$ cat src/pkg/sps_pkg.sv
// Shared constants, settings layout and pin bundles of the programmable
// synchronous memory port.
// Assumes one clock domain (clk_in) with external output clocks sampled in.
package sps_pkg;

   // Structure
   localparam int SPS_PORTS = 2;
   localparam int SPACES = 4;
   localparam int SPACE_W = 2;
   localparam int ADDR_W = 20;
   localparam int DATA_W = 32;
   localparam int LEN_W = 4;
   localparam int PH_W = 6;
   localparam int INST_WIDE = 0;
   localparam int INST_NARROW = 1;

   // Setting encodings
   localparam logic MODE_ADDR_STROBE = 1'b0;
   localparam logic MODE_READ_ENABLE = 1'b1;
   localparam logic SEL_CLOCK_ONE = 1'b0;
   localparam logic SEL_CLOCK_TWO = 1'b1;
   localparam logic [PH_W-1:0] PH_START = 6'h00;
   localparam logic [PH_W-1:0] PH_STEP = 6'h01;

   // Per-space secondary control
   typedef struct packed {
      logic [1:0] read_latency_sel;
      logic [1:0] write_latency_sel;
      logic chip_enable_extend;
      logic strobe_as_read_enable;
      logic sync_clock_select;
   } sps_sec_s;

   // Access request; len is the word count minus one
   typedef struct packed {
      logic valid;
      logic write;
      logic [SPACE_W-1:0] space;
      logic [ADDR_W-1:0] addr;
      logic [LEN_W-1:0] len;
   } sps_req_s;

   // Memory-side pins; the shared strobe is the address strobe or,
   // in read-enable mode, the fifo read enable
   typedef struct packed {
      logic [SPACES-1:0] space_chip_enable_n;
      logic sync_address_strobe_n;
      logic sync_output_enable_n;
      logic sync_write_enable_n;
      logic [ADDR_W-1:0] addr;
      logic [DATA_W-1:0] data;
      logic data_oe;
   } sps_pins_s;

   // Read data returned to the requester
   typedef struct packed {
      logic valid;
      logic [DATA_W-1:0] data;
   } sps_rd_s;

   // Reset values
   localparam sps_pins_s PINS_IDLE = '{
      space_chip_enable_n: 4'hf,
      sync_address_strobe_n: 1'b1,
      sync_output_enable_n: 1'b1,
      sync_write_enable_n: 1'b1,
      addr: 20'h00000,
      data: 32'h00000000,
      data_oe: 1'b0
   };
   localparam sps_rd_s RD_IDLE = '{valid: 1'b0, data: 32'h00000000};
   localparam sps_sec_s SEC_RESET = 7'h00;

endpackage

$ cat src/rtl/sps_clk_edge.sv
// Samples one external output clock into clk_in and flags its rising edges.
// Assumes the sampled clock is several clk_in periods long.
`timescale 1ns/1ps
module sps_clk_edge
(
   // Clock and reset
   input wire logic clk_in,
   input wire logic rst_b_in,
   // Sampled clock and its edge
   input wire logic link_clk_in,
   output logic rise_out
);

   logic s1_r, s2_r, s3_r;
   logic level_r, level_nxt;
   logic rise_r, rise_nxt;

   ////////////////////////////////////////////////////////////////////////////
   // A change counts once the second and third stages agree
   always_comb
   begin
      level_nxt = level_r;
      rise_nxt = 1'b0;
      if (s2_r == s3_r)
      begin
         level_nxt = s3_r;
         rise_nxt = s3_r & ~level_r;
      end
   end

   always_ff @(posedge clk_in or negedge rst_b_in)
   begin
      if (!rst_b_in)
      begin
         s1_r <= 1'b0;
         s2_r <= 1'b0;
         s3_r <= 1'b0;
         level_r <= 1'b0;
         rise_r <= 1'b0;
      end
      else
      begin
         s1_r <= link_clk_in;
         s2_r <= s1_r;
         s3_r <= s2_r;
         level_r <= level_nxt;
         rise_r <= rise_nxt;
      end
   end

   assign rise_out = rise_r;

endmodule

$ cat src/rtl/sps_port.sv
// Two identical programmable synchronous memory port engines.
// Assumes requests and write data come from logic on clk_in and the two
// external output clocks arrive from outside the clk_in domain.
`timescale 1ns/1ps
module sps_port
(
   // Clock and reset
   input wire logic clk_in,
   input wire logic rst_b_in,
   // External output clocks
   input wire logic ext_clock_out_one_in,
   input wire logic ext_clock_out_two_in,
   // Per-space secondary control, per instance
   input sps_pkg::sps_sec_s space_secondary_control_in [sps_pkg::SPS_PORTS][sps_pkg::SPACES],
   // Requests and write data
   input sps_pkg::sps_req_s req_in [sps_pkg::SPS_PORTS],
   input wire logic [sps_pkg::DATA_W-1:0] wr_data_in [sps_pkg::SPS_PORTS],
   output logic req_take_out [sps_pkg::SPS_PORTS],
   output logic wr_data_take_out [sps_pkg::SPS_PORTS],
   output logic busy_out [sps_pkg::SPS_PORTS],
   // Read data
   input wire logic [sps_pkg::DATA_W-1:0] rd_data_in [sps_pkg::SPS_PORTS],
   output sps_pkg::sps_rd_s rd_out [sps_pkg::SPS_PORTS],
   // Memory pins
   output sps_pkg::sps_pins_s pins_out [sps_pkg::SPS_PORTS]
);

   import sps_pkg::*;

   typedef enum logic [1:0] {ST_IDLE, ST_BUSY, ST_DESELECT} sps_state_e;

   logic edge_one;
   logic edge_two;

   ////////////////////////////////////////////////////////////////////////////
   // Edge finders for the two output clocks

   sps_clk_edge u_edge_one
   (
      .clk_in(clk_in),
      .rst_b_in(rst_b_in),
      .link_clk_in(ext_clock_out_one_in),
      .rise_out(edge_one)
   );

   sps_clk_edge u_edge_two
   (
      .clk_in(clk_in),
      .rst_b_in(rst_b_in),
      .link_clk_in(ext_clock_out_two_in),
      .rise_out(edge_two)
   );

   ////////////////////////////////////////////////////////////////////////////
   // Helpers

   function automatic logic pick_edge(input logic sel, input logic e1, input logic e2);
      pick_edge = (sel == SEL_CLOCK_TWO) ? e2 : e1;
   endfunction

   // Pin values for link cycle p of an access
   function automatic sps_pins_s pins_for(input logic [PH_W-1:0] p, input sps_sec_s s,
                                          input sps_req_s r, input logic [DATA_W-1:0] wd);
      sps_pins_s o;
      logic [PH_W-1:0] words;
      logic [PH_W-1:0] wl;
      logic [PH_W-1:0] rl;
      logic issue;
      logic oe;
      logic ce;
      o = PINS_IDLE;
      words = PH_W'(r.len) + PH_STEP;
      wl = PH_W'(s.write_latency_sel);
      rl = PH_W'(s.read_latency_sel);
      issue = p < words;
      oe = ~r.write & (p < words + rl);
      if (s.chip_enable_extend)
         ce = r.write ? issue : oe;
      else
         ce = issue;
      o.space_chip_enable_n[r.space] = ~ce;
      o.addr = r.addr + ADDR_W'(p);
      o.sync_output_enable_n = ~oe;
      o.sync_write_enable_n = ~(r.write & issue);
      if (r.write)
         o.sync_address_strobe_n = ~(issue & (s.strobe_as_read_enable == MODE_ADDR_STROBE));
      else
         o.sync_address_strobe_n = ~issue;
      o.data_oe = r.write & (p >= wl) & (p < wl + words);
      o.data = o.data_oe ? wd : 32'h00000000;
      pins_for = o;
   endfunction

   ////////////////////////////////////////////////////////////////////////////
   // Engines, one per instance

   for (genvar g = 0; g < SPS_PORTS; g++)
   begin : g_inst
      sps_state_e st_r, st_nxt;
      sps_sec_s cur_r, cur_nxt;
      sps_req_s acc_r, acc_nxt;
      logic [PH_W-1:0] ph_r, ph_nxt;
      sps_pins_s pins_r, pins_nxt;
      sps_rd_s rd_r, rd_nxt;
      logic take_r, take_nxt;
      logic wtake_r, wtake_nxt;
      logic busy_r, busy_nxt;
      sps_sec_s req_sec;
      logic req_edge;
      logic cur_edge;
      logic [PH_W-1:0] last_ph;
      logic [DATA_W-1:0] rd_s1_r, rd_s2_r, rd_s3_r;
      logic [DATA_W-1:0] rd_held_r, rd_held_nxt;

      always_comb
      begin
         // Read bus passes three stages; a word counts once the last two agree
         rd_held_nxt = (rd_s2_r == rd_s3_r) ? rd_s3_r : rd_held_r;
         req_sec = space_secondary_control_in[g][req_in[g].space];
         req_edge = pick_edge(req_sec.sync_clock_select, edge_one, edge_two);
         cur_edge = pick_edge(cur_r.sync_clock_select, edge_one, edge_two);
         if (acc_r.write)
            last_ph = PH_W'(cur_r.write_latency_sel) + PH_W'(acc_r.len) + PH_STEP;
         else
            last_ph = PH_W'(cur_r.read_latency_sel) + PH_W'(acc_r.len) + PH_STEP;
         st_nxt = st_r;
         cur_nxt = cur_r;
         acc_nxt = acc_r;
         ph_nxt = ph_r;
         pins_nxt = pins_r;
         rd_nxt = RD_IDLE;
         take_nxt = 1'b0;
         wtake_nxt = 1'b0;
         busy_nxt = busy_r;
         unique case (st_r)
            ST_IDLE:
            begin
               if (req_in[g].valid && req_edge)
               begin
                  cur_nxt = req_sec;
                  acc_nxt = req_in[g];
                  pins_nxt = pins_for(PH_START, req_sec, req_in[g], wr_data_in[g]);
                  wtake_nxt = pins_nxt.data_oe;
                  ph_nxt = PH_STEP;
                  take_nxt = 1'b1;
                  busy_nxt = 1'b1;
                  st_nxt = ST_BUSY;
               end
            end
            ST_BUSY:
            begin
               if (cur_edge)
               begin
                  if (!acc_r.write && ph_r > PH_W'(cur_r.read_latency_sel))
                  begin
                     rd_nxt.valid = 1'b1;
                     rd_nxt.data = rd_held_nxt;
                  end
                  pins_nxt = pins_for(ph_r, cur_r, acc_r, wr_data_in[g]);
                  wtake_nxt = pins_nxt.data_oe;
                  ph_nxt = ph_r + PH_STEP;
                  if (ph_r == last_ph)
                  begin
                     if (cur_r.strobe_as_read_enable == MODE_ADDR_STROBE)
                     begin
                        pins_nxt.sync_address_strobe_n = 1'b0;
                        st_nxt = ST_DESELECT;
                     end
                     else
                     begin
                        busy_nxt = 1'b0;
                        st_nxt = ST_IDLE;
                     end
                  end
               end
            end
            ST_DESELECT:
            begin
               if (cur_edge)
               begin
                  pins_nxt = PINS_IDLE;
                  busy_nxt = 1'b0;
                  st_nxt = ST_IDLE;
               end
            end
         endcase
      end

      always_ff @(posedge clk_in or negedge rst_b_in)
      begin
         if (!rst_b_in)
         begin
            st_r <= ST_IDLE;
            cur_r <= SEC_RESET;
            acc_r <= '0;
            ph_r <= PH_START;
            pins_r <= PINS_IDLE;
            rd_r <= RD_IDLE;
            take_r <= 1'b0;
            wtake_r <= 1'b0;
            busy_r <= 1'b0;
            rd_s1_r <= '0;
            rd_s2_r <= '0;
            rd_s3_r <= '0;
            rd_held_r <= '0;
         end
         else
         begin
            st_r <= st_nxt;
            cur_r <= cur_nxt;
            acc_r <= acc_nxt;
            ph_r <= ph_nxt;
            pins_r <= pins_nxt;
            rd_r <= rd_nxt;
            take_r <= take_nxt;
            wtake_r <= wtake_nxt;
            busy_r <= busy_nxt;
            rd_s1_r <= rd_data_in[g];
            rd_s2_r <= rd_s1_r;
            rd_s3_r <= rd_s2_r;
            rd_held_r <= rd_held_nxt;
         end
      end

      assign pins_out[g] = pins_r;
      assign rd_out[g] = rd_r;
      assign req_take_out[g] = take_r;
      assign wr_data_take_out[g] = wtake_r;
      assign busy_out[g] = busy_r;
   end

endmodule

$ cat config.mk
export PLATFORM = sky130hd
export DESIGN_NAME = sps_port
export DESIGN_NICKNAME = d
export VERILOG_FILES = /design/src/pkg/sps_pkg.sv /design/src/rtl/sps_clk_edge.sv /design/src/rtl/sps_port.sv
export SDC_FILE = /design/constraint.sdc
export NUM_CORES = 1
export LEC_CHECK = 0
export ABC_AREA = 1
export BUFFER_PORTS_ARGS = -buffer_cell sky130_fd_sc_hd__buf_2
export CAP_MARGIN = 5
export CORE_MARGIN = 2
export CORE_UTILIZATION = 48
export CTS_BUF_LIST = sky130_fd_sc_hd__clkbuf_4 sky130_fd_sc_hd__clkbuf_8
export DETAILED_ROUTE_END_ITERATION = 6
export GPL_TIMING_DRIVEN = 0
export PLACE_DENSITY = 0.76
export SYNTH_ARGS = -nofsm -noshare
export SYNTH_HDL_FRONTEND = slang
export SYNTH_SLANG_ARGS = --single-unit
$ cat constraint.sdc
create_clock -name clk_in -period 4.5 [get_ports clk_in]
set_input_delay 0.45 -clock clk_in [delete_from_list [all_inputs] [get_ports clk_in]]
set_output_delay 0.45 -clock clk_in [all_outputs]
set_load 0.05 [all_outputs]
* Word-level counts from Yosys, hierarchy flattened
Cells that the tools add are included.
Operators by class: add/sub/neg operators 24, $mul 0, divide/modulo/power cells 0, $lt $le $gt $ge 28, equality and inequality tests 20, shift operators 0, multiplexer cells 106, bitwise gates (word level) 62, reduce and logical (&&, ||, !) cells 24
Operator list (count):
- $mux 60 | 6
- $pmux 60 s3 | 2
- $mux 33 | 6
- $mux 32 | 6
- $eq 32x32->1 | 2
- $mux 1 | 52
- $add 20x6->20 | 2
- $mux 6 | 6
- $not 1->1 | 30
- $bmux 7 s2 | 2
- $mux 7 | 4
- $add 2x5->6 | 4
- $add 5x1->6 const B | 4
- $add 5x2->6 | 4
- $lt 1x6->1 const A | 4
- $lt 6x6->1 | 4
- $pmux 6 s2 | 2
- $and 1x1->1 | 22
- $add 2x4->5 | 4
- $add 4x1->5 const B | 4
- $mux 2 | 10
- $ne 2x2->1 const B | 10
- $not 4->4 | 4
- $or 4x4->4 | 4
- 26 further kinds | 66
Storage, ports and cells: flip-flop bits (word level) 542, bits in latches 0, RAM bits 0, memory bits (read-only) 0, bits of input ports 244, output and inout bits 192, logic and storage cells 328, memories kept 0

* Longest topological paths before layout
Gate-level depths: netlist of run 1.
word-level depth 15, gate-level depth with buffers 19, gate-level depth less buffers 19

* Hierarchy
A second synthesis of run 1 with hierarchy kept.
Second synthesis, totals: cell total of the unflattened synthesis 2601, area total of the unflattened synthesis 23799.1 sq um
By module, submodules not included:
- sps_port | instances 1, cells an instance 2581, area each 23508.8 sq um
- sps_clk_edge | instances 2, cells an instance 10, area each 145.1 sq um

* Least setup slack after synthesis of run 1
Ideal clock, no wire load.
path type reg-to-reg, start register g_inst[0].acc_r[1] (netlist name), end register g_inst[0].pins_r, in the netlist pins_out[73], library setup time 0.118 ns, arrival 2.615 ns, data required time 4.382 ns, path slack 1.768 ns, cell stages (with the launch flop) 16, path buffers 1, period minus slack after synthesis 2.732 ns, cells stage by stage dfrtp_1 > ha_1 > ha_1 > a21oi_1 > nor2_1 > xor2_1 > ha_1 > a21oi_1 > o21a_1 > nand4_1 > nor2_1 > nor2_1 > nor2_8 > buf_4 > nand3_1 > nand2_1
On the way: cells in the longest elaborated chain, start to end 7
Ends and longest elaborated chain:
- start: declaration | line sps_port.sv:101 | sps_req_s acc_r, acc_nxt;
- start signal: assignment | line sps_port.sv:211 | acc_r <= acc_nxt;
- $add 4x1->5 | line sps_port.sv:72 | words = PH_W'(r.len) + PH_STEP;
- $add 2x5->6 | line sps_port.sv:89 | o.data_oe = r.write & (p >= wl) & (p < wl + words);
- $lt 6x6->1 | line sps_port.sv:89
- $and 1x1->1 | line sps_port.sv:89
- $mux 32 | line sps_port.sv:90 | o.data = o.data_oe ? wd : 32'h00000000;
- $mux 60 | line sps_port.sv:152 | if (cur_edge)
- $pmux 60 s3 | line sps_port.sv:135 | unique case (st_r)
- end signal: assignment | line sps_port.sv:213 | pins_r <= pins_nxt;
- end: declaration | line sps_port.sv:103 | sps_pins_s pins_r, pins_nxt;
Every way passes these cells. The select of a mux whose other input is x is not followed. A chain may end at the register's enable or synchronous reset.

* Worst setup path after layout of run 1
start register g_inst[1].acc_r[1] (netlist name), end register g_inst[1].pins_r, in the netlist pins_out[24]
On the way: cells in the longest elaborated chain, start to end 7
Ends and longest elaborated chain (line):
- start: declaration | sps_port.sv:101
- start signal: assignment | sps_port.sv:211
- $add 4x1->5 | sps_port.sv:72
- $add 2x5->6 | sps_port.sv:89
- $lt 6x6->1 | sps_port.sv:89
- $and 1x1->1 | sps_port.sv:89
- $mux 32 | sps_port.sv:90
- $mux 60 | sps_port.sv:152
- $pmux 60 s3 | sps_port.sv:135
- end signal: assignment | sps_port.sv:213
- end: declaration | sps_port.sv:103
Every way passes these cells. The select of a mux whose other input is x is not followed.

==> impl_metrics.json, run 1 <==
{
  "dp.cells": 3675,
  "die_h_um": 226,
  "stdcell_count": 3965,
  "ys.flop_type": "dfrtp_1",
  "crit_path_start": "g_inst[1].acc_r[1]",
  "critPathMaxFanout": 10,
  "p_per_area_nw_per_um2": 658,
  "synthAdderAreaFrac_pct": 5.49,
  "die_x_um": 226,
  "dieArea_sq_um": 51200,
  "overflow": 0,
  "ioPinCount": 436,
  "hold_path_depth": 3,
  "max_freq_mhz": 302,
  "post-route-cell-area_sq_um": 30100,
  "place_area_sq_um": 26900,
  "power.leakage_nw": 16.2,
  "synth_warnings": 0,
  "post_cts_buffers": 0,
  "drv_slew": 0,
  "htreeDepth": 3,
  "ant_nets": 0,
  "first_pass_iters": 6,
  "cp.arrival_ns": 3.88,
  "synth_mux_area_share_pct": 0,
  "vias": 19800,
  "clk_pin_slew_ns": 0.07,
  "routed_wl_mm": 66.0,
  "required_ns": 5.07,
  "numPortBuffers": 435,
  "wl_per_cell_um": 16.6,
  "routed.top_layer": "met5",
  "grt_pass1_wl_mm": 103,
  "cts_resized": 0,
  "yosys.area.top_type_share_pct": 55.7,
  "place_congestion": 0.921,
  "synthCells": 2569,
  "grt_pass1_vias": 19600,
  "r2r-end": "pins_out[24]",
  "finalCritPeriodShare_pct": 73.5,
  "ff2ff_path_depth": 13,
  "yosys.area.top_type": "dfrtp_1",
  "drt_iter0_markers": 1504,
  "synth_xor_area_share_pct": 2.77,
  "worstMarginPinSlew_ns": 0.736,
  "synthTopCellsByArea": "dfrtp_1, nand2_1, inv_1, ha_1, nor2_1",
  "drive_gt1_share_pct": 20.5,
  "drc": 0,
  "grt.total_usage_pct": 26.0,
  "finalSetupViolations": 0,
  "rsz0062_at_grt": "no",
  "fin_hold_ws_ns": 0.0474,
  "cts-root-buf": "clkbuf_8",
  "synth_simple_gate_area_share_pct": 18.9,
  "area_growth_pct": 27.0,
  "finalHoldViolations": 0,
  "syn_area_sq_um": 23700,
  "min_to": "pins_out[85]",
  "wl_met3_mm": 5.05,
  "synth_edf_count": 0,
  "antenna_found_initial": 7,
  "synth-seq-area-share_pct": 57.2,
  "worst_hold_path_type": "input pin to flop",
  "status": "completed",
  "drv_cap": 0,
  "core_sq_um": 48800,
  "via_per_inst": 4.99,
  "min_from": "wr_data_in[56]",
  "wl_met1_mm": 28.2,
  "fin_nets": 3563,
  "rows": 81,
  "clock_latency_ns": 0.67,
  "fin_util_pct": 61.7,
  "finalCriticalPeriod_ns": 3.31,
  "crit_type": "flop to flop",
  "synth-compound-area-share_pct": 8.46,
  "peakVddDrop_mv": 0.667,
  "r2r_start": "g_inst[1].acc_r[1]",
  "start_util_pct": 48.6,
  "yosysUniqueCellTypes": 50,
  "cp-start-kind": "flop",
  "syn_area_per_cell_sq_um": 9.23,
  "async_flop_share_pct": 100,
  "cts_sinks": 542,
  "dp_hpwl_mm": 47.4,
  "wl_met2_mm": 30.4,
  "tns_ns": 0,
  "grt_start_max_net_pins": 125,
  "slew_headroom_pct": 50.9,
  "reg2reg_slack_ns": 1.19,
  "numCtsBuffers": 87,
  "fin_worst_skew_ns": 0.0378,
  "cp-end-kind": "flop",
  "ys_ff_latch": 542,
  "clk_path_buf_depth": 3,
  "cts_tree": "yes",
  "synth_top_family_by_area": "simple AND/OR/NAND/NOR gates"
}
==> flip-flops by register name, indices dropped and copies added (netlist names), 4 cells and up <==
register,cells
rd_out,66
g_inst.acc_r,54
g_inst.rd_s1_r,64
g_inst.rd_s3_r,64
g_inst.cur_r,14
g_inst.st_r,4
g_inst.ph_r,12
pins_out,120
g_inst.rd_held_r,64
g_inst.rd_s2_r,64
==> placed cells by master, fill, tap and decap left out, types with 5 or more instances in the layout <==
master	n
nand2_1	629
dfrtp_1	528
buf_2	453
inv_1	335
nor2_1	182
nand3_1	135
dlygate4sd3_1	125
clkbuf_8	110
o21ai_1	107
a21oi_1	94
o21ai_0	88
ha_1	80
clkbuf_1	47
xor2_1	46
nand3b_1	31
clkbuf_4	30
xnor2_1	29
nand4_1	25
nor3_1	17
a22oi_1	16
a2bb2oi_1	14
fa_1	14
dfstp_2	14
inv_2	13
or2_1	11
a31oi_1	11
buf_4	11
clkinv_2	11
o21a_1	8
or2_0	8
or2_2	7
nor2_2	5
nor4_1	5
o22ai_1	5
buf_1	5
==> worst max-delay path by stage <==
stage                     cells past startpoint  slack [ns]           end
final                                        13        1.19  pins_out[24]
after global placement                        1       -7.89    rd_out[46]
after detailed placement                     13        1.21  pins_out[30]
after CTS                                    15        1.22  pins_out[74]
after floorplan                              15        1.77  pins_out[73]
after global routing                         14        0.96   pins_out[0]
==> cell families (layout without fill, tap and decap cells) <==
group           Yosys count  after routing
xor+xnor                 75             75
compound gates          363            363
buf+inv                 432           1159
simple gates           1060           1060
fa+ha+maj                96             96
other cells               1              6
flops                   542            542
==> per-stage QoR <==
stage	power [mW]	setup WS [ns]
2_1_floorplan	12.6	1.77
3_3_place_gp	14.8	-7.89
3_5_place_dp	15.0	1.21
4_1_cts	19.8	1.22
5_1_grt	21.1	0.960
6_report	19.8	1.19
==> critical path, cell delays in order (launching register included) <==
cell and delay [ns]:
dfrtp_1 0.44, ha_1 0.40, ha_1 0.31, a21oi_1 0.14, nor2_1 0.07, xor2_1 0.17
ha_1 0.31, a21oi_1 0.16, o21a_1 0.14, nand4_1 0.14, nand2_1 0.09, nand3_1 0.28
clkbuf_1 0.34, o21ai_1 0.22
==> where the power goes <==
| part | switching [mW] | internal (mW) |
|---|---|---|
| Combinational | 5.93 | 2.44 |
| Clock | 2.01 | 2.71 |
| Sequential | 0.801 | 5.94 |
==> per-layer routing <==
metal / track usage [%] / vias up
met5: 0 / -
met4: 10.9 / 6
met3: 6.67 / 130
met2: 41.2 / 715
met1: 34.0 / 9419
li1: - / 9504
==> cell usage after synthesis, types with 3 or more instances <==
cell type / count
o21a_1: 8
nor4_1: 5
inv_2: 13
nand3_1: 135
nor2_2: 5
or2_1: 11
dfstp_2: 14
inv_1: 335
o32ai_1: 3
xnor2_1: 29
o21ai_1: 107
nand3b_1: 31
nand2_1: 629
xor2_1: 46
a211oi_1: 3
buf_4: 11
o22ai_1: 5
clkbuf_1: 47
dfrtp_1: 528
fa_1: 14
or2_0: 8
o211ai_1: 3
a31oi_1: 11
a22oi_1: 16
a2bb2oi_1: 14
nand4_1: 25
or2_2: 7
nor3_1: 17
buf_2: 19
a21oi_1: 94
buf_1: 5
o21ai_0: 88
ha_1: 80
o31ai_1: 3
nor2_1: 182
==> area by class of cell <==
class / instances / area [sq um]
inverter: 349 / 1310
antenna: 2 / 5.00
clock buffer: 140 / 1740
fill: 3941 / 18700
timing repair buffer: 564 / 3550
buffer: 83 / 384
clock inverter: 23 / 267
multi-input combinational: 1598 / 8460
tap: 664 / 831
sequential: 542 / 13600
==> repair_timing <==
item                                    4_1_cts  5_1_grt
endpoints found under the setup margin        0        0
hold buffers                                125        0
endpoints found under the hold margin       210        0
No activity file was read; power rests on OpenSTA's default activity.
==> inputs of run 2 (changes only) <==
==> constraint.sdc (replaced) <==
create_clock -name clk_in -period 3.2 [get_ports clk_in]
set_input_delay 0.32 -clock clk_in [delete_from_list [all_inputs] [get_ports clk_in]]
set_output_delay 0.32 -clock clk_in [all_outputs]
set_load 0.05 [all_outputs]
==> impl_metrics.json, run 2 (synthesized netlist as in run 1, its figures left out) <==
{
  "p_switching_mw": 12.5,
  "core_sq_um": 48800,
  "clock_latency_ns": 0.67,
  "cts_sinks": 542,
  "fin_worst_skew_ns": 0.0360,
  "crit_buf_inv": 1,
  "r2r-end": "pins_out[65]",
  "via_per_inst": 5.04,
  "nFillCells": 3818,
  "dp.cells": 3675,
  "switching_share_pct": 44.1,
  "clk_pin_slew_ns": 0.06,
  "ioPinCount": 436,
  "numPortBuffers": 435,
  "finalHoldViolations": 0,
  "multi_input_area_sq_um": 8510,
  "routed_wl_mm": 68.1,
  "dieArea_sq_um": 51200,
  "first_pass_iters": 6,
  "area_growth_pct": 30.0,
  "max_freq_mhz": 327,
  "drc": 0,
  "ant_nets": 0,
  "overflow": 0,
  "wl_per_cell_um": 16.9,
  "grt.total_usage_pct": 26.6,
  "final_common_cell": "nand2_1",
  "htreeDepth": 3,
  "crit_type": "flop to flop",
  "seq_area_sq_um": 13600,
  "crit_family": "simple AND/OR/NAND/NOR gates",
  "largest_reg_flops": 120,
  "cp-endpoint": "pins_out[65]",
  "stdcell_count": 4032,
  "final_cell_mix": "nand2_1, dfrtp_1, buf_2",
  "worstMarginPinSlew_ns": 0.724,
  "cp-end-kind": "flop",
  "hold_path_depth": 5,
  "reg2reg_slack_ns": 0.14,
  "critical_path.max_stage_delay_ns": 0.43,
  "die_h_um": 226,
  "antenna_found_initial": 7,
  "start_util_pct": 48.6,
  "peakVddDrop_mv": 0.993,
  "finalSetupViolations": 0,
  "p_comb_share_pct": 42.8,
  "cp.arrival_ns": 3.64,
  "grt_pass1_wl_mm": 106,
  "dp_hpwl_mm": 47.4,
  "ff2ff_path_depth": 15,
  "internal_power_mw": 15.8,
  "grt_start_max_net_pins": 125,
  "fin_nets": 3628,
  "drt_iter0_markers": 1584,
  "clk_path_buf_depth": 3,
  "r2r_start": "g_inst[0].acc_r[0]",
  "slew_headroom_pct": 51.8,
  "finalCritPeriodShare_pct": 95.6,
  "die_x_um": 226,
  "status": "completed",
  "drv_cap": 0,
  "finalCriticalPeriod_ns": 3.06,
  "clkPwrFrac_pct": 23.5,
  "place_congestion": 0.921,
  "cp-start-kind": "flop",
  "drive_gt1_share_pct": 20.7,
  "power_frac_seq_pct": 33.7,
  "critPathMaxFanout": 10,
  "vias": 20300,
  "power.leakage_nw": 16.5,
  "cts-root-buf": "clkbuf_8",
  "slowest_stage": "dfrtp_2",
  "required_ns": 3.78,
  "crit_cells": 15,
  "p_per_area_nw_per_um2": 915,
  "drv_slew": 0,
  "cts_tree": "yes",
  "crit_path_start": "g_inst[0].acc_r[0]",
  "total_power_mw": 28.2,
  "crit_chain": "ha_4 -> ha_1 -> a21oi_2 -> nor2_1 -> xor2_1 -> ha_1 -> a21oi_2 -> o21a_1 -> nand4_1 -> nor2_2 -> nor2_2 -> nor2_8 -> buf_6 -> nand3_1 -> nand2_1",
  "rows": 81,
  "worst_hold_path_type": "input pin to flop",
  "grt_pass1_vias": 20200,
  "numCtsBuffers": 87
}
run 2: per-stage QoR:
stage	cell area [sq um]	setup slack [ns]	TNS [ns]	hold slack, ns	utilization (%)
after global routing	30800	-0.0223	-0.0409	0.0723	63.1
after floorplan	23700	0.468	0	0.0244	-
final	30800	0.140	0	0.0480	63.1
after detailed placement	26900	-0.0505	-0.344	0.335	55.0
after global placement	26700	-9.06	-4821.78	0.332	54.7
after CTS	30800	0.0443	0	0.000146	63.0
run 2: worst min path at each step:
stage                                              start               endpoint  slack (ns)
after floorplan                                 rst_b_in     g_inst[0].acc_r[0]        0.02
after global placement             g_inst[1].rd_s1_r[14]  g_inst[1].rd_s2_r[14]        0.33
after detailed placement           g_inst[0].rd_s1_r[29]  g_inst[0].rd_s2_r[29]        0.33
after CTS                  space_secondary_control_in[5]     g_inst[1].cur_r[5]      0.0001
after global routing      space_secondary_control_in[12]     g_inst[1].cur_r[5]        0.07
final                      space_secondary_control_in[5]     g_inst[1].cur_r[5]        0.05
run 2: routing by layer:
layer  part of all wire [%]  vias to the layer above  routed length (um)  track usage, %
li1                       -                     9629                   -               -
met1                     42                     9655               28500            34.5
met2                     46                      870               31600            42.9
met3                    8.2                      158                5610            6.69
met4                    3.6                        4                2440            10.8
met5                  0.031                        -                  21               0
run 2: power groups by stage:
stage | registers (mW) | logic [mW] | clock network, mW
after floorplan | 11.9 | 5.71 | 0
after global placement | 9.51 | 11.3 | 0
after detailed placement | 9.52 | 11.5 | 0
after CTS | 9.45 | 11.8 | 6.76
after global routing | 9.65 | 13.2 | 7.10
final | 9.50 | 12.1 | 6.64
run 2: layout make-up:
| cell class | instances | share of cell area, % |
|---|---|---|
| buffer | 83 | 1.29 |
| clock buffer | 140 | 5.64 |
| sequential | 542 | 44.0 |
| tap | 664 | 2.69 |
| clock inverter | 23 | 0.864 |
| inverter | 349 | 4.25 |
| antenna | 4 | 0.0325 |
| timing repair buffer | 629 | 13.6 |
| multi-input combinational | 1598 | 27.6 |
run 2: what timing repair did:
item                                    in CTS  in global routing
hold endpoints to repair                   302                  0
setup buffers                                0                  3
hold buffers                               187                  0
pin swaps                                    0                  4
endpoints found under the setup margin      48                 64
resized for setup                            5                 16
run 2: worst reg2reg max path: cells and delay by family (launching register included):
family,cells,cell delay (ns)
AOI/OAI and AO/OA,3,0.41
xor gates and xnor gates,1,0.14
and+or+nand+nor,7,0.93
DFF,1,0.43
adders and majority gates,3,0.89
buffers and inverters,1,0.17
==> inputs of run 3 (changes only) <==
--- a/config.mk
+++ b/config.mk
@@ -14,6 +14,7 @@
 export DETAILED_ROUTE_END_ITERATION = 6
 export GPL_TIMING_DRIVEN = 0
 export PLACE_DENSITY = 0.76
+export SETUP_SLACK_MARGIN = 0.4
 export SYNTH_ARGS = -nofsm -noshare
 export SYNTH_HDL_FRONTEND = slang
 export SYNTH_SLANG_ARGS = --single-unit
==> impl_metrics.json, run 3 (synthesized netlist as in run 1, its figures left out) <==
{
  "fin_util_pct": 64.3,
  "p_switching_mw": 13.0,
  "clk_pin_slew_ns": 0.06,
  "final_common_cell": "nand2_1",
  "drive_gt1_share_pct": 23.4,
  "slew_headroom_pct": 50.0,
  "via_per_inst": 5.08,
  "core_sq_um": 48800,
  "crit_family": "adder cells",
  "crit_chain": "ha_4 -> buf_4 -> fa_2 -> inv_1 -> ha_1 -> o21a_1 -> o21ai_1 -> nand4_1 -> nand2_2 -> a21oi_2 -> nor2_2 -> nor2_1",
  "cts_tree": "yes",
  "place_congestion": 0.921,
  "routed_wl_mm": 70.5,
  "crit_buf_inv": 2,
  "p_comb_share_pct": 44.7,
  "worst_slack_ns": 0.165,
  "ff2ff_path_depth": 12,
  "numPortBuffers": 435,
  "dieArea_sq_um": 51200,
  "cp-end-kind": "flop",
  "clk_path_buf_depth": 3,
  "internal_power_mw": 16.3,
  "switching_share_pct": 44.5,
  "wl_per_cell_um": 17.4,
  "fin_nets": 3649,
  "finalHoldViolations": 0,
  "finalCriticalPeriod_ns": 3.03,
  "final_cell_mix": "nand2_1, dfrtp_1, buf_2",
  "rsz0062_at_grt": "yes",
  "critical_path.max_stage_delay_ns": 0.54,
  "grt_pass1_vias": 20300,
  "power_frac_seq_pct": 32.6,
  "clock_latency_ns": 0.67,
  "crit_type": "flop to flop",
  "power.leakage_nw": 16.7,
  "max_freq_mhz": 330,
  "htreeDepth": 3,
  "dp_hpwl_mm": 47.4,
  "drv_cap": 0,
  "post-place-ws_ns": -0.0505,
  "peakVddDrop_mv": 0.916,
  "multi_input_area_sq_um": 8850,
  "grt.total_usage_pct": 27.1,
  "rows": 81,
  "post-route-cell-area_sq_um": 31400,
  "area_growth_pct": 32.5,
  "antenna_found_initial": 8,
  "cp.arrival_ns": 3.64,
  "status": "finished, violations left",
  "critPathMaxFanout": 4,
  "nFillCells": 3720,
  "drv_slew": 0,
  "ant_nets": 0,
  "cp-start-kind": "flop",
  "drt_iter0_markers": 1620,
  "r2r-end": "pins_out[59]",
  "start_util_pct": 48.6,
  "vias": 20600,
  "die_x_um": 226,
  "overflow": 0,
  "worstMarginPinSlew_ns": 0.749,
  "place_area_sq_um": 26900,
  "cts_sinks": 542,
  "largest_reg_flops": 120,
  "numCtsBuffers": 87,
  "grt_start_max_net_pins": 125,
  "die_h_um": 226,
  "fin_worst_skew_ns": 0.0354,
  "crit_cells": 12,
  "r2r_start": "g_inst[1].acc_r[0]",
  "required_ns": 3.80,
  "fin_hold_ws_ns": 0.0418,
  "worst_hold_path_type": "input pin to flop",
  "reg2reg_slack_ns": 0.17,
  "finalCritPeriodShare_pct": 94.8,
  "p_per_area_nw_per_um2": 932,
  "cp-endpoint": "pins_out[59]",
  "crit_path_start": "g_inst[1].acc_r[0]",
  "ioPinCount": 436,
  "drc": 30,
  "cts-root-buf": "clkbuf_8",
  "first_pass_iters": 7,
  "slowest_stage": "fa_2",
  "grt_pass1_wl_mm": 108,
  "finalSetupViolations": 0,
  "seq_area_sq_um": 13600,
  "clkPwrFrac_pct": 22.8,
  "violations": "design-rule violations"
}
[run 3: cell types whose count changed in the layout (fill, tap and decap cells not counted), sizes merged]
cell	before	now
clkbuf	187	188
buf	478	498
diode	4	5
[run 3: final cells by class]
type,count,share of cell area (%)
buffer,83,1.35
sequential,542,43.2
antenna,5,0.0398
clock buffer,140,5.53
inverter,349,4.17
timing repair buffer,650,14.0
tap,664,2.64
multi-input combinational,1598,28.2
clock inverter,23,0.848
[run 3: layer usage]
layer / track usage (%) / part of all wire (%)
met2: 43.4 / 47
met1: 34.9 / 41
met3: 6.89 / 8.1
met4: 11.9 / 4.3
met5: 0 / 0.031
[run 3: worst min path at each step]
stage,startpoint,end,depth (start not counted)
2_1_floorplan,rst_b_in,g_inst[0].acc_r[0],0
3_3_place_gp,g_inst[1].rd_s1_r[14],g_inst[1].rd_s2_r[14],0
3_5_place_dp,g_inst[0].rd_s1_r[29],g_inst[0].rd_s2_r[29],0
4_1_cts,space_secondary_control_in[5],g_inst[1].cur_r[5],5
5_1_grt,space_secondary_control_in[12],g_inst[1].cur_r[5],5
6_report,space_secondary_control_in[5],g_inst[1].cur_r[5],5
[run 3: worst min-delay path, stage by stage]
cell,delay [ns]
buf_2,0.07
nand2_1,0.04
nand3_1,0.12
nand2_1,0.06
o21ai_0,0.06
[run 3: metrics by stage]
stage          instances  total power, mW  TNS (ns)
5_1_grt             4053             30.9         0
2_1_floorplan       2572             17.7         0
3_5_place_dp        3675             21.0    -0.344
6_report            4054             29.3         0
4_1_cts             4043             28.5         0
3_3_place_gp        3671             20.8  -4821.78
[run 3: repair_timing]
item                                    in CTS  in global routing
cloned                                       4                  2
endpoints found under the setup margin      75                 76
hold buffers                               187                  0
endpoints found under the hold margin      302                  0
buffers inserted                            14                  4
pin swaps                                   33                 36
gates resized for setup                     56                 68
[run 3: power by group through the flow]
| stage | clock, mW | combinational (mW) | sequential, mW |
|---|---|---|---|
| floorplan | 0 | 5.71 | 11.9 |
| global placement | 0 | 11.3 | 9.51 |
| finish | 6.67 | 13.1 | 9.54 |
| detailed placement | 0 | 11.5 | 9.52 |
| global route | 7.11 | 14.2 | 9.68 |
| CTS | 6.76 | 12.3 | 9.45 |
